**src/logic/emu_gating_defines.vh**
```
`ifndef EMU_GATING_DEFINES_VH
`define EMU_GATING_DEFINES_VH

// wishbone word offsets (byte addresses)
`define OFF_COMMAND      8'h00
`define OFF_MASK         8'h04
`define OFF_STATUS       8'h08
`define OFF_IRQ_EDGE     8'h0c
`define OFF_IRQ_PENDING  8'h10
`define OFF_TX_HOLD      8'h14
`define OFF_PORT_OUT     8'h18
`define OFF_PORT_DIR     8'h1c
`define OFF_PORT_IN      8'h20
`define OFF_WAIT_CFG     8'h24

// command register codes, bits [1:0]
`define CMD_RUN          2'h1
`define CMD_BREAK        2'h2
`define CMD_STEP         2'h3
// command register bit 4: debugger cpu reset
`define CMD_CPU_RESET_BIT 4

// mask register bits
`define MASK_RESET_BIT   0
`define MASK_NMI_BIT     1
`define MASK_STANDBY_BIT 2
`define MASK_RESET_VALUE 3'h4

// wait configuration reset value (programmed wait states)
`define WAIT_CFG_RESET   4'h0

// register values loaded at power-on initialisation
`define GENERAL_REG_INIT 32'h00000000
`define STACK_PTR_INIT   32'h000fff10
`define COND_CODE_IMASK_BIT 7

`endif

```
**src/logic/emu_sync2.v**
```verilog
`timescale 1ns/100ps
module emu_sync2 #(
   parameter             WIDTH     = 1,
   parameter [WIDTH-1:0] RESET_VAL = {WIDTH{1'b0}}
) (
   // clock and reset
   input  wire             core_clk,
   input  wire             rst_n,
   // data
   input  wire [WIDTH-1:0] asyncIn,
   output reg  [WIDTH-1:0] syncOut
);

   reg [WIDTH-1:0] stage1;

   always @(posedge core_clk or negedge rst_n)
   begin
      if (!rst_n)
      begin
         stage1  <= RESET_VAL;
         syncOut <= RESET_VAL;
      end
      else
      begin
         stage1  <= asyncIn;
         syncOut <= stage1;
      end
   end

endmodule // emu_sync2

```
**src/logic/emu_irq_gate.v**
```verilog
`timescale 1ns/100ps
module emu_irq_gate #(
   parameter NUM_IRQ = 8
) (
   // clock and reset
   input  wire               core_clk,
   input  wire               rst_n,
   // synchronised requests and configuration
   input  wire [NUM_IRQ-1:0] irqSync,
   input  wire [NUM_IRQ-1:0] edgeMode,
   input  wire               deliverEn,
   // cpu side
   input  wire [NUM_IRQ-1:0] irqAck,
   output wire [NUM_IRQ-1:0] irqToCpu,
   output wire [NUM_IRQ-1:0] pending
);

   reg [NUM_IRQ-1:0] irqPrev;
   reg [NUM_IRQ-1:0] latched;

   genvar i;
   generate
      for (i = 0; i < NUM_IRQ; i = i + 1)
      begin : gIrq
         wire rise = irqSync[i] & ~irqPrev[i];

         always @(posedge core_clk or negedge rst_n)
         begin
            if (!rst_n)
            begin
               irqPrev[i] <= 1'b0;
               latched[i] <= 1'b0;
            end
            else
            begin
               irqPrev[i] <= irqSync[i];
               // edges are caught in any state; a new edge beats the ack
               if (edgeMode[i] && rise)
                  latched[i] <= 1'b1;
               else if (irqAck[i] || !edgeMode[i])
                  latched[i] <= 1'b0;
            end
         end

         // level requests seen in break are simply dropped
         assign irqToCpu[i] = deliverEn &
                              (edgeMode[i] ? latched[i] : irqSync[i]);
         assign pending[i]  = latched[i];
      end
   endgenerate

endmodule // emu_irq_gate

```
**src/logic/emu_break_gating.v**
```verilog
`timescale 1ns/100ps
`include "emu_gating_defines.vh"

// Functional notes
// - an interrupt arriving in break mode is not delivered to the processor.
// - an edge interrupt seen in break is latched and delivered after the next run command.
// - every interrupt request is masked while a single step executes.
// - external reset, nmi and standby inputs each have a host mask, standby masked by default.
// - the external reset input acts only in run mode.
// - the watchdog counter counts only in run mode, halting at each break.
// - the multi-channel timer and pattern output unit run in every state.
// - the serial port runs in break and run, and a host transmit write restarts its output.
// - the dma unit serves transfer requests in both run and break.
// - programmed waits apply to all memory, the wait pin only to target memory and refresh cycles.
// - the wait pin is always honoured during refresh cycles.
// - port pins work in all states and the host can read and write them.
// - the refresh controller runs continuously, with no battery backup mode.
// - power-on init loads pc from the vector, clears general regs and sets the stack pointer.
// - power-on init and debugger cpu reset both set the condition code interrupt mask bit.
// - unmasked standby initialises the emulator and its release starts a power-on reset.
module emu_break_gating #(
   parameter NUM_IRQ   = 8,
   parameter PORT_BITS = 8
) (
   // clock and reset
   input  wire                 core_clk,
   input  wire                 rst_n,
   // wishbone slave
   input  wire                 wb_cyc_i,
   input  wire                 wb_stb_i,
   input  wire                 wb_we_i,
   input  wire [7:0]           wb_adr_i,
   input  wire [3:0]           wb_sel_i,
   input  wire [31:0]          wb_dat_i,
   output reg  [31:0]          wb_dat_o,
   output wire                 wb_ack_o,
   // target control pins, active low
   input  wire                 externalResetIn_n,
   input  wire                 nmiIn_n,
   input  wire                 standbyIn_n,
   // target interrupt pins
   input  wire [NUM_IRQ-1:0]   irqIn,
   // emulated cpu interface
   input  wire                 breakReq,
   input  wire                 stepDone,
   input  wire [NUM_IRQ-1:0]   irqAck,
   output wire [NUM_IRQ-1:0]   irqToCpu,
   output wire                 nmiToCpu,
   output wire                 cpuRunEn,
   output reg                  cpuResetOut,
   output reg                  pcLoadVector,
   output reg                  generalRegsLoad,
   output wire [31:0]          generalRegsInit,
   output reg                  stackPointerLoad,
   output wire [31:0]          stackPointerInit,
   output reg                  condCodeMaskSet,
   output wire [7:0]           condCodeMaskBits,
   output reg                  peripheralInit,
   // peripheral enables
   output wire                 watchdogCountEn,
   output wire                 timerRunEn,
   output wire                 patternRunEn,
   output wire                 serialRunEn,
   output wire                 dmaRunEn,
   output wire                 refreshRunEn,
   // serial port host access
   output reg                  serialReinit,
   output reg  [7:0]           serialTxData,
   // port pins
   input  wire [PORT_BITS-1:0] portIn,
   output reg  [PORT_BITS-1:0] portOut,
   output reg  [PORT_BITS-1:0] portOe,
   // memory wait control
   input  wire                 memCycle,
   input  wire                 targetAccess,
   input  wire                 refreshCycle,
   input  wire                 waitIn_n,
   output wire                 memReady
);

   localparam ST_BREAK = 2'h0;
   localparam ST_RUN   = 2'h1;
   localparam ST_STEP  = 2'h2;

   reg  [1:0]           state;
   reg  [1:0]           next_state;
   reg                  ackReg;
   reg  [2:0]           maskBits;
   reg  [NUM_IRQ-1:0]   edgeMode;
   reg  [3:0]           waitStates;
   reg  [3:0]           waitCount;
   reg                  initPending;
   reg                  standbyHeld;
   reg                  cpuResetCmd;
   wire                 resetSync_n;
   wire                 nmiSync_n;
   wire                 standbySync_n;
   wire                 waitSync_n;
   wire [NUM_IRQ-1:0]   irqSync;
   wire [PORT_BITS-1:0] portSync;
   wire [NUM_IRQ-1:0]   irqPending;
   wire                 busReq;
   wire                 busWrite;
   wire                 lowLane;
   wire                 standbyActive;
   wire                 targetResetActive;
   wire                 runCmd;
   wire                 breakCmd;
   wire                 stepCmd;
   wire                 waitPinApplies;

   // pins cross domains; flops reset to each pin's idle level, so no false assertion
   emu_sync2 #(.WIDTH(4 + NUM_IRQ + PORT_BITS),
               .RESET_VAL({4'hf, {(NUM_IRQ + PORT_BITS){1'b0}}})) uSync (
      .core_clk (core_clk),
      .rst_n    (rst_n),
      .asyncIn  ({externalResetIn_n, nmiIn_n, standbyIn_n, waitIn_n, irqIn, portIn}),
      .syncOut  ({resetSync_n, nmiSync_n, standbySync_n, waitSync_n, irqSync, portSync})
   );

   // bus decode
   assign busReq   = wb_cyc_i & wb_stb_i & ~ackReg;
   assign busWrite = busReq & wb_we_i;
   assign lowLane  = wb_sel_i[0];
   assign wb_ack_o = ackReg;

   assign runCmd   = busWrite && lowLane && (wb_adr_i == `OFF_COMMAND) &&
                     (wb_dat_i[1:0] == `CMD_RUN);
   assign breakCmd = busWrite && lowLane && (wb_adr_i == `OFF_COMMAND) &&
                     (wb_dat_i[1:0] == `CMD_BREAK);
   assign stepCmd  = busWrite && lowLane && (wb_adr_i == `OFF_COMMAND) &&
                     (wb_dat_i[1:0] == `CMD_STEP);

   assign standbyActive     = ~standbySync_n & ~maskBits[`MASK_STANDBY_BIT];
   assign targetResetActive = ~resetSync_n & ~maskBits[`MASK_RESET_BIT] &
                              (state == ST_RUN);

   // single execution state
   always @*
   begin
      next_state = state;
      case (state)
         ST_BREAK:
         begin
            if (runCmd)
               next_state = ST_RUN;
            else if (stepCmd)
               next_state = ST_STEP;
         end
         ST_RUN:
         begin
            if (breakCmd || breakReq)
               next_state = ST_BREAK;
         end
         ST_STEP:
         begin
            if (stepDone || breakCmd)
               next_state = ST_BREAK;
         end
         default:
            next_state = ST_BREAK;
      endcase
      // standby and init hold the processor stopped
      if (standbyActive || standbyHeld || initPending)
         next_state = ST_BREAK;
   end

   always @(posedge core_clk or negedge rst_n)
   begin
      if (!rst_n)
         state <= ST_BREAK;
      else
         state <= next_state;
   end

   assign cpuRunEn = (state == ST_RUN) || (state == ST_STEP);
   // interrupts delivered only in run; step and break mask them
   emu_irq_gate #(.NUM_IRQ(NUM_IRQ)) uIrq (
      .core_clk  (core_clk),
      .rst_n     (rst_n),
      .irqSync   (irqSync),
      .edgeMode  (edgeMode),
      .deliverEn (state == ST_RUN),
      .irqAck    (irqAck),
      .irqToCpu  (irqToCpu),
      .pending   (irqPending)
   );

   assign nmiToCpu = ~nmiSync_n & ~maskBits[`MASK_NMI_BIT] & (state == ST_RUN);

   // peripheral gating
   assign watchdogCountEn = (state == ST_RUN);
   assign timerRunEn      = 1'b1;
   assign patternRunEn    = 1'b1;
   assign serialRunEn     = 1'b1;
   assign dmaRunEn        = 1'b1;
   assign refreshRunEn    = 1'b1;

   // constant init values; a debugger reset leaves regs alone
   assign generalRegsInit  = `GENERAL_REG_INIT;
   assign stackPointerInit = `STACK_PTR_INIT;
   assign condCodeMaskBits = 8'h01 << `COND_CODE_IMASK_BIT;

   // wait control: pin is ignored for emulation memory
   assign waitPinApplies = targetAccess | refreshCycle;
   assign memReady = memCycle && (waitCount >= waitStates) &&
                     !(waitPinApplies && !waitSync_n);

   always @(posedge core_clk or negedge rst_n)
   begin
      if (!rst_n)
         waitCount <= 4'h0;
      else if (!memCycle)
         waitCount <= 4'h0;
      else if (waitCount < waitStates)
         waitCount <= waitCount + 4'h1;
   end

   // initialisation sequencing
   always @(posedge core_clk or negedge rst_n)
   begin
      if (!rst_n)
      begin
         initPending      <= 1'b1;
         standbyHeld      <= 1'b0;
         cpuResetCmd      <= 1'b0;
         cpuResetOut      <= 1'b0;
         pcLoadVector     <= 1'b0;
         generalRegsLoad  <= 1'b0;
         stackPointerLoad <= 1'b0;
         condCodeMaskSet  <= 1'b0;
         peripheralInit   <= 1'b0;
      end
      else
      begin
         cpuResetCmd <= busWrite && lowLane && (wb_adr_i == `OFF_COMMAND) &&
                        wb_dat_i[`CMD_CPU_RESET_BIT];
         standbyHeld <= standbyActive;
         // standby release re-arms a full power-on init
         if (standbyHeld && !standbyActive)
            initPending <= 1'b1;
         else if (initPending && !standbyActive)
            initPending <= 1'b0;
         peripheralInit   <= standbyActive;
         cpuResetOut      <= standbyActive || initPending || targetResetActive;
         pcLoadVector     <= (initPending && !standbyActive) || cpuResetCmd ||
                             targetResetActive;
         generalRegsLoad  <= initPending && !standbyActive;
         stackPointerLoad <= initPending && !standbyActive;
         condCodeMaskSet  <= (initPending && !standbyActive) || cpuResetCmd ||
                             targetResetActive;
      end
   end

   // register writes
   always @(posedge core_clk or negedge rst_n)
   begin
      if (!rst_n)
      begin
         maskBits     <= `MASK_RESET_VALUE;
         edgeMode     <= {NUM_IRQ{1'b0}};
         waitStates   <= `WAIT_CFG_RESET;
         serialReinit <= 1'b0;
         serialTxData <= 8'h00;
         portOut      <= {PORT_BITS{1'b0}};
         portOe       <= {PORT_BITS{1'b0}};
      end
      else
      begin
         serialReinit <= 1'b0;
         if (standbyActive)
         begin
            edgeMode   <= {NUM_IRQ{1'b0}};
            waitStates <= `WAIT_CFG_RESET;
         end
         else if (standbyHeld)
            maskBits <= `MASK_RESET_VALUE;
         else if (busWrite && lowLane)
         begin
            if (wb_adr_i == `OFF_MASK)
               maskBits <= wb_dat_i[2:0];
            else if (wb_adr_i == `OFF_IRQ_EDGE)
               edgeMode <= wb_dat_i[NUM_IRQ-1:0];
            else if (wb_adr_i == `OFF_TX_HOLD)
            begin
               serialTxData <= wb_dat_i[7:0];
               serialReinit <= 1'b1;
            end
            else if (wb_adr_i == `OFF_PORT_OUT)
               portOut <= wb_dat_i[PORT_BITS-1:0];
            else if (wb_adr_i == `OFF_PORT_DIR)
               portOe <= wb_dat_i[PORT_BITS-1:0];
            else if (wb_adr_i == `OFF_WAIT_CFG)
               waitStates <= wb_dat_i[3:0];
         end
      end
   end

   // read path and ack, unmapped reads give zero
   always @(posedge core_clk or negedge rst_n)
   begin
      if (!rst_n)
      begin
         ackReg   <= 1'b0;
         wb_dat_o <= 32'h00000000;
      end
      else
      begin
         ackReg <= busReq;
         if (busReq && !wb_we_i)
         begin
            if (wb_adr_i == `OFF_COMMAND)
               wb_dat_o <= {30'h00000000, state};
            else if (wb_adr_i == `OFF_MASK)
               wb_dat_o <= {29'h00000000, maskBits};
            else if (wb_adr_i == `OFF_STATUS)
               wb_dat_o <= {26'h0000000, ~waitSync_n, ~nmiSync_n, ~resetSync_n,
                            standbyActive, state};
            else if (wb_adr_i == `OFF_IRQ_EDGE)
               wb_dat_o <= {{(32-NUM_IRQ){1'b0}}, edgeMode};
            else if (wb_adr_i == `OFF_IRQ_PENDING)
               wb_dat_o <= {{(32-NUM_IRQ){1'b0}}, irqPending};
            else if (wb_adr_i == `OFF_TX_HOLD)
               wb_dat_o <= {24'h000000, serialTxData};
            else if (wb_adr_i == `OFF_PORT_OUT)
               wb_dat_o <= {{(32-PORT_BITS){1'b0}}, portOut};
            else if (wb_adr_i == `OFF_PORT_DIR)
               wb_dat_o <= {{(32-PORT_BITS){1'b0}}, portOe};
            else if (wb_adr_i == `OFF_PORT_IN)
               wb_dat_o <= {{(32-PORT_BITS){1'b0}}, portSync};
            else if (wb_adr_i == `OFF_WAIT_CFG)
               wb_dat_o <= {28'h0000000, waitStates};
            else
               wb_dat_o <= 32'h00000000;
         end
      end
   end

endmodule // emu_break_gating

```
**config.mk**
```make
export PLATFORM = sky130hd
export DESIGN_NAME = emu_break_gating
export DESIGN_NICKNAME = d
export VERILOG_FILES = /design/src/logic/emu_sync2.v /design/src/logic/emu_irq_gate.v /design/src/logic/emu_break_gating.v
export VERILOG_INCLUDE_DIRS = /design/src /design/src/logic
export SDC_FILE = /design/constraint.sdc
export NUM_CORES = 1
export LEC_CHECK = 0
export BUFFER_PORTS_ARGS = -buffer_cell sky130_fd_sc_hd__buf_2
export CAP_MARGIN = 20
export CORE_UTILIZATION = 44
export DETAILED_ROUTE_END_ITERATION = 12
export PLACE_DENSITY = 0.77
export REMOVE_ABC_BUFFERS = 1
export SLEW_MARGIN = 20
export SYNTH_ARGS = -nofsm -noshare
export SYNTH_HDL_FRONTEND = slang
export SYNTH_SLANG_ARGS = --single-unit
```
**constraint.sdc**
```tcl
create_clock -name core_clk -period 2 [get_ports core_clk]
set_clock_uncertainty 0.15 [all_clocks]
set_input_delay 0.1 -clock core_clk [delete_from_list [all_inputs] [get_ports core_clk]]
set_output_delay 0.1 -clock core_clk [all_outputs]
set_load 0.01 [all_outputs]
```
# Yosys cells after proc, flatten, opt, wreduce, memory -nomap -nowiden
# Index checks and enable logic that the tools add are counted.
dict set report word_totals {
  latch_bits 0
  regBits 141
  n_memories 0
  inputBits 82
  ramBits 0
  romBits 0
}
dict set report classes {
  eq_ne 24
  n_reduce_logical 72
  div_mod_pow 0
  mul 0
  bitwise 47
  shifts 0
  magnitude_cmp 2
  n_addsub 1
  n_mux 67
}
# cell n
set ops {}
lappend ops {{8-bit 2-to-1 mux} 14}
lappend ops {{4-bit 2-to-1 mux} 12}
lappend ops {{8-bit by 5-bit == test with 1-bit output (second input constant)} 4}
lappend ops {{1-bit 2-to-1 mux} 32}
lappend ops {{2-bit nonzero test} 14}
lappend ops {{1-bit AND} 24}
lappend ops {{1-bit NOT} 22}
lappend ops {{1-bit logical AND} 20}
lappend ops {{1-bit logical OR} 17}
lappend ops {{8-bit by 4-bit == test with 1-bit output (second input constant)} 2}
lappend ops {{8-bit by 6-bit == test with 1-bit output (second input constant)} 2}
lappend ops {{8-bit AND reduction} 2}
lappend ops {{1-bit zero test} 12}
lappend ops {{2-bit 2-to-1 mux} 5}
lappend ops {{2-bit != test (second input constant)} 5}
lappend ops {{3-bit 2-to-1 mux} 3}
lappend ops {{8-bit by 3-bit == test with 1-bit output (second input constant)} 1}
lappend ops {{8-bit zero test} 1}
lappend ops {{7-bit AND reduction} 1}
lappend ops {{2-bit == test (second input constant)} 3}
lappend ops {{3-bit != test (second input constant)} 2}
lappend ops {{2-bit case mux with 3 select lines} 1}
lappend ops {{3-bit AND reduction} 2}
lappend ops {{6-bit AND reduction} 1}
lappend ops {{9 further kinds} 11}

# Depth between registers and ports, before layout
dict set report depth {
  depth_word 11
  ltp_mapped 7
}

# Hierarchy
# Synthesis repeated with hierarchy kept, for this count alone.
dict set report unflattened {
  cells_unflattened 553
  hier_area_um2 5990.7
}
# mod cells_each seq_area_each_um2 instances area_per_inst_um2
set modules_own_cells {}
lappend modules_own_cells {emu_break_gating 457 1529.0 1 4259.1}
lappend modules_own_cells {emu_sync2 40 1011.0 1 1011.0}
lappend modules_own_cells {emu_irq_gate 56 400.4 1 720.7}

# Worst setup path before layout
# OpenSTA, ideal clock, no wires.
dict set report synth_timing {
  path_kind {register to register}
  from {register standbyHeld}
  to {register portOe[2]}
  period_less_slack_ps 1982
  path_stages_with_launch 5
  required_time_ps 1725
  arrival_ps 1707
  path_buffers 0
  slack_ps 18
  cell_sequence {dfrtp_1 -> nor4b_4 -> o21ai_2 -> nor3_4 -> mux2_2}
}
dict set report synth_via {
  elab_chain_len 2
}
# item line
set synth_rtl {}
lappend synth_rtl {{start, declared} emu_break_gating.v:93} ;# reg standbyHeld;
lappend synth_rtl {{start signal, assigned} emu_break_gating.v:238} ;# standbyHeld <= standbyActive;
lappend synth_rtl {{1-bit NOT (no line)} -}
lappend synth_rtl {{8-bit AND reduction (no line)} -}
lappend synth_rtl {{end signal, assigned} emu_break_gating.v:266} ;# portOe <= {PORT_BITS{1'b0}};
lappend synth_rtl {{end signal, assigned} emu_break_gating.v:292} ;# portOe <= wb_dat_i[PORT_BITS-1:0];
lappend synth_rtl {{end, declared} emu_break_gating.v:72} ;# output reg [PORT_BITS-1:0] portOe,
# Every way passes these cells.
# A chain may end at the register's enable or synchronous reset.

# Worst setup path in the final report
dict set report layout_timing {
  from {register waitStates[1]}
  to {output memReady}
}
dict set report layout_via {
  elab_chain_len 3
}
# item line
set layout_rtl {}
lappend layout_rtl {{start, declared} emu_break_gating.v:90} ;# reg [3:0] waitStates;
lappend layout_rtl {{start signal, assigned} emu_break_gating.v:262} ;# waitStates <= `WAIT_CFG_RESET;
lappend layout_rtl {{start signal, assigned} emu_break_gating.v:274} ;# waitStates <= `WAIT_CFG_RESET;
lappend layout_rtl {{start signal, assigned} emu_break_gating.v:294} ;# waitStates <= wb_dat_i[3:0];
lappend layout_rtl {{4-bit >= comparator} emu_break_gating.v:206} ;# assign memReady = memCycle && (waitCount >= waitStates) &&
lappend layout_rtl {{1-bit logical AND (2 in series)} emu_break_gating.v:206}
lappend layout_rtl {{end, declared} emu_break_gating.v:78} ;# output wire memReady
# Every way passes these cells.

==> results.toml <==
[outcome]
status = "finished with violations"
violations = "negative setup slack"

[die]
die_h_um = 118
die_x_um = 118
start_util_pct = 45.9
boundaryPins = 235
rows = 41
coreArea_um2 = 12900
die_area_um2 = 13900

[power_and_ir_drop]
power_density_nw_per_um2 = 873
irDropWorstVdd_mv = 0.545
power.leakage_nw = 3.79

[timing]
slew_headroom_pct = 56.0
finalHoldViolCount = 0
max_slew.worst_pin.slew_ns = 0.658
rsz0062_at_grt = "true"
setup_viol = 1
max_freq_mhz = 477
worst_hold_slack_ns = 0.0273
fin_setup_tns_ns = -0.0955
timing.final.ws_setup_ns = -0.0955
finalCritPeriodShare_pct = 105
min_period_ns = 2.10
final_max_slew_viol_count = 0

[place]
numPortBuffers = 106
dp_hpwl_um = 10000
gp_congestion = 0.877
placed_cells = 814

[logic_synthesis]
yosys.area.top_type = "dfrtp_1"
async_flop_share_pct = 100
synth_top_cell_area_share_pct = 45.3
yosysWarningCount = 0
synth.distinct_cells = 63
ys_seq_area_share_pct = 49.7
ys_ff_latch = 117
synthTopCellsByArea = "dfrtp_1 (45%), buf_4 (13%), mux2_2 (5.0%)"
synth_area_per_cell_um2 = 11.2
synth-edff-count = 0
synth_cells = 529
synth_area_um2 = 5910
synth_ff_type = "dfrtp_1"

[cells_and_area]
drive_gt1_share_pct = 33.1
synthToLayoutAreaGrowth_pct = 28.3
largest_registers = "uSync.stage1 (20), uSync.syncOut (20)"
diodes = 0
multi_input_area_um2 = 2460
stdcell_count = 897
seq_area_um2 = 2940
fill_cells = 1013
final_nets = 803

[critical_path]
crit_buf_inv = 2
crit_chain = "inv_2 > ha_4 > nor2b_4 > o21a_1 > o21a_1 > nor2_4 > a21oi_2 > buf_2"
end_kind = "primary output"
crit_family = "compound AO/OA/AOI/OAI gates"
cpMaxStageDelayCell = "dfrtp_1"
cp_max_fo = 2
path_class = "register to primary output"
cpMostUsedCell = "o21a_1"
crit_arrival_ns = 1.85
max_stage_delay_ns = 0.39
worst_ep_required_time_ns = 1.75
ff2ff_setup_slack_ns = 0.03
critical_path.startpoint_type = "register"

[route]
wl_per_cell_um = 16.0
wl_um = 14300
vias = 4377
route.detailed.drc = 0
drt_first_pass_iters = 4
drt_iter0_drc = 277
avgViaCountPerCell = 4.88
antenna_left = 0

[grt]
grt_pass1_vias = 4367
grt_overflow = 0
grtUsageTotal_pct = 21.7
grt_pass1_wl_um = 23200
grt_max_degree = 118
antenna_found_initial = 0

[min_path]
min_path_type = "primary input to register"

[clocking]
clock_sinks = 117
clk_latency_ns = 0.41
cts_tree = "done"
numCtsBuffers = 17
cts_root_buf = "clkbuf_16"
clk_pin_slew_ns = 0.05
cts_max_level = 4
cts_buffer_depth = 2

[job]
maxCapViolCount = 0
[tightest hold or removal path, delay by kind of cell]
family                 cells  cell delay [ns]
buffers and inverters      2             0.26
AND/OR/NAND/NOR            2             0.15
AO/OA/AOI/OAI              1             0.04
[final timing paths]
check                                 from               end  depth (start not counted)
min in group asynchronous            rst_n      waitCount[1]                          3
hold reg to reg            uSync.stage1[2]  uSync.syncOut[2]                          0
hold / removal                     wb_we_i       wb_dat_o[3]                          5
setup reg to reg               standbyHeld        portOut[1]                          5
setup / recovery             waitStates[1]          memReady                          8
max in group asynchronous            rst_n   uIrq.pending[2]                          3
[metrics by stage]
step           utilization [%]  power, mW  setup slack [ns]  cell area, um^2
6_report                  58.9       6.62           -0.0955             7580
5_1_grt                   58.9       6.86            -0.180             7580
4_1_cts                   58.2       6.65            -0.194             7490
3_5_place_dp              49.6       3.34            0.0386             6380
3_3_place_gp              49.6       3.31            0.0656             6380
2_1_floorplan                -       2.96           0.00219             5430
[power by group]
group | internal, mW | switching (mW) | leakage [nW]
logic | 0.302 | 0.460 | 1.99
clock network | 2.20 | 1.02 | 0.309
registers | 2.52 | 0.103 | 1.49
[area by class of cell]
class / instances / share of cell area [%]
tap: 172 / 2.84
inverter: 26 / 1.29
timing repair buffer: 183 / 16.3
clock inverter: 8 / 1.93
sequential: 117 / 38.8
clock buffer: 23 / 6.43
multi-input combinational: 368 / 32.4
[cells in the final DEF (no fill, tap or decap), types with 17 or more instances in the layout]
master	n
clkbuf_16	17
mux2i_1	20
dfrtp_1	106
inv_1	24
buf_2	105
nand2_1	22
o21ai_0	20
conb_1	101
dlygate4sd3_1	41
buf_4	33
a21oi_1	22
mux2_2	25
[kinds of logic after synthesis]
kind of cell / Yosys count / share of synthesized area, %
AND/OR/NAND/NOR: 114 / 12.7
AO/OA/AOI/OAI: 98 / 11.0
other: 2 / 0.127
adder cells (fa/ha/maj): 8 / 1.69
buffers and inverters: 143 / 16.0
flip-flops: 117 / 49.7
multiplexers: 47 / 8.72
[routing by layer]
metal	up-vias	wire length (um)	track usage, %
met5	-	0	0
met1	2122	5720	25.8
met4	0	400	10.2
met2	220	7150	36.4
li1	2005	-	-
met3	30	1060	5.91
[synthesized netlist by cell type, types with 3 or more instances]
cell        n
a21oi_1    23
a221oi_1    3
a22o_1     12
a22oi_1     5
and2_1     11
buf_4     105
clkbuf_1    7
dfrtp_1   107
dfstp_2    10
ha_1        8
inv_1      26
mux2_2     26
mux2i_1    20
nand2_1    22
nand2b_1    9
nand3_1     7
nor2_1     17
nor2b_1    11
nor3_1      5
nor3b_1     3
nor4b_4     3
o21ai_0    20
o22ai_1    13
[timing repair]
action                     CTS  global route
setup buffers                5             7
hold buffers                41             0
pin swaps                    2             7
resized for setup            5            14
hold endpoints to repair   182             0
setup endpoints to repair    3            34
gates cloned                 0             0
Note: power is estimated with default switching activity, not from simulation.
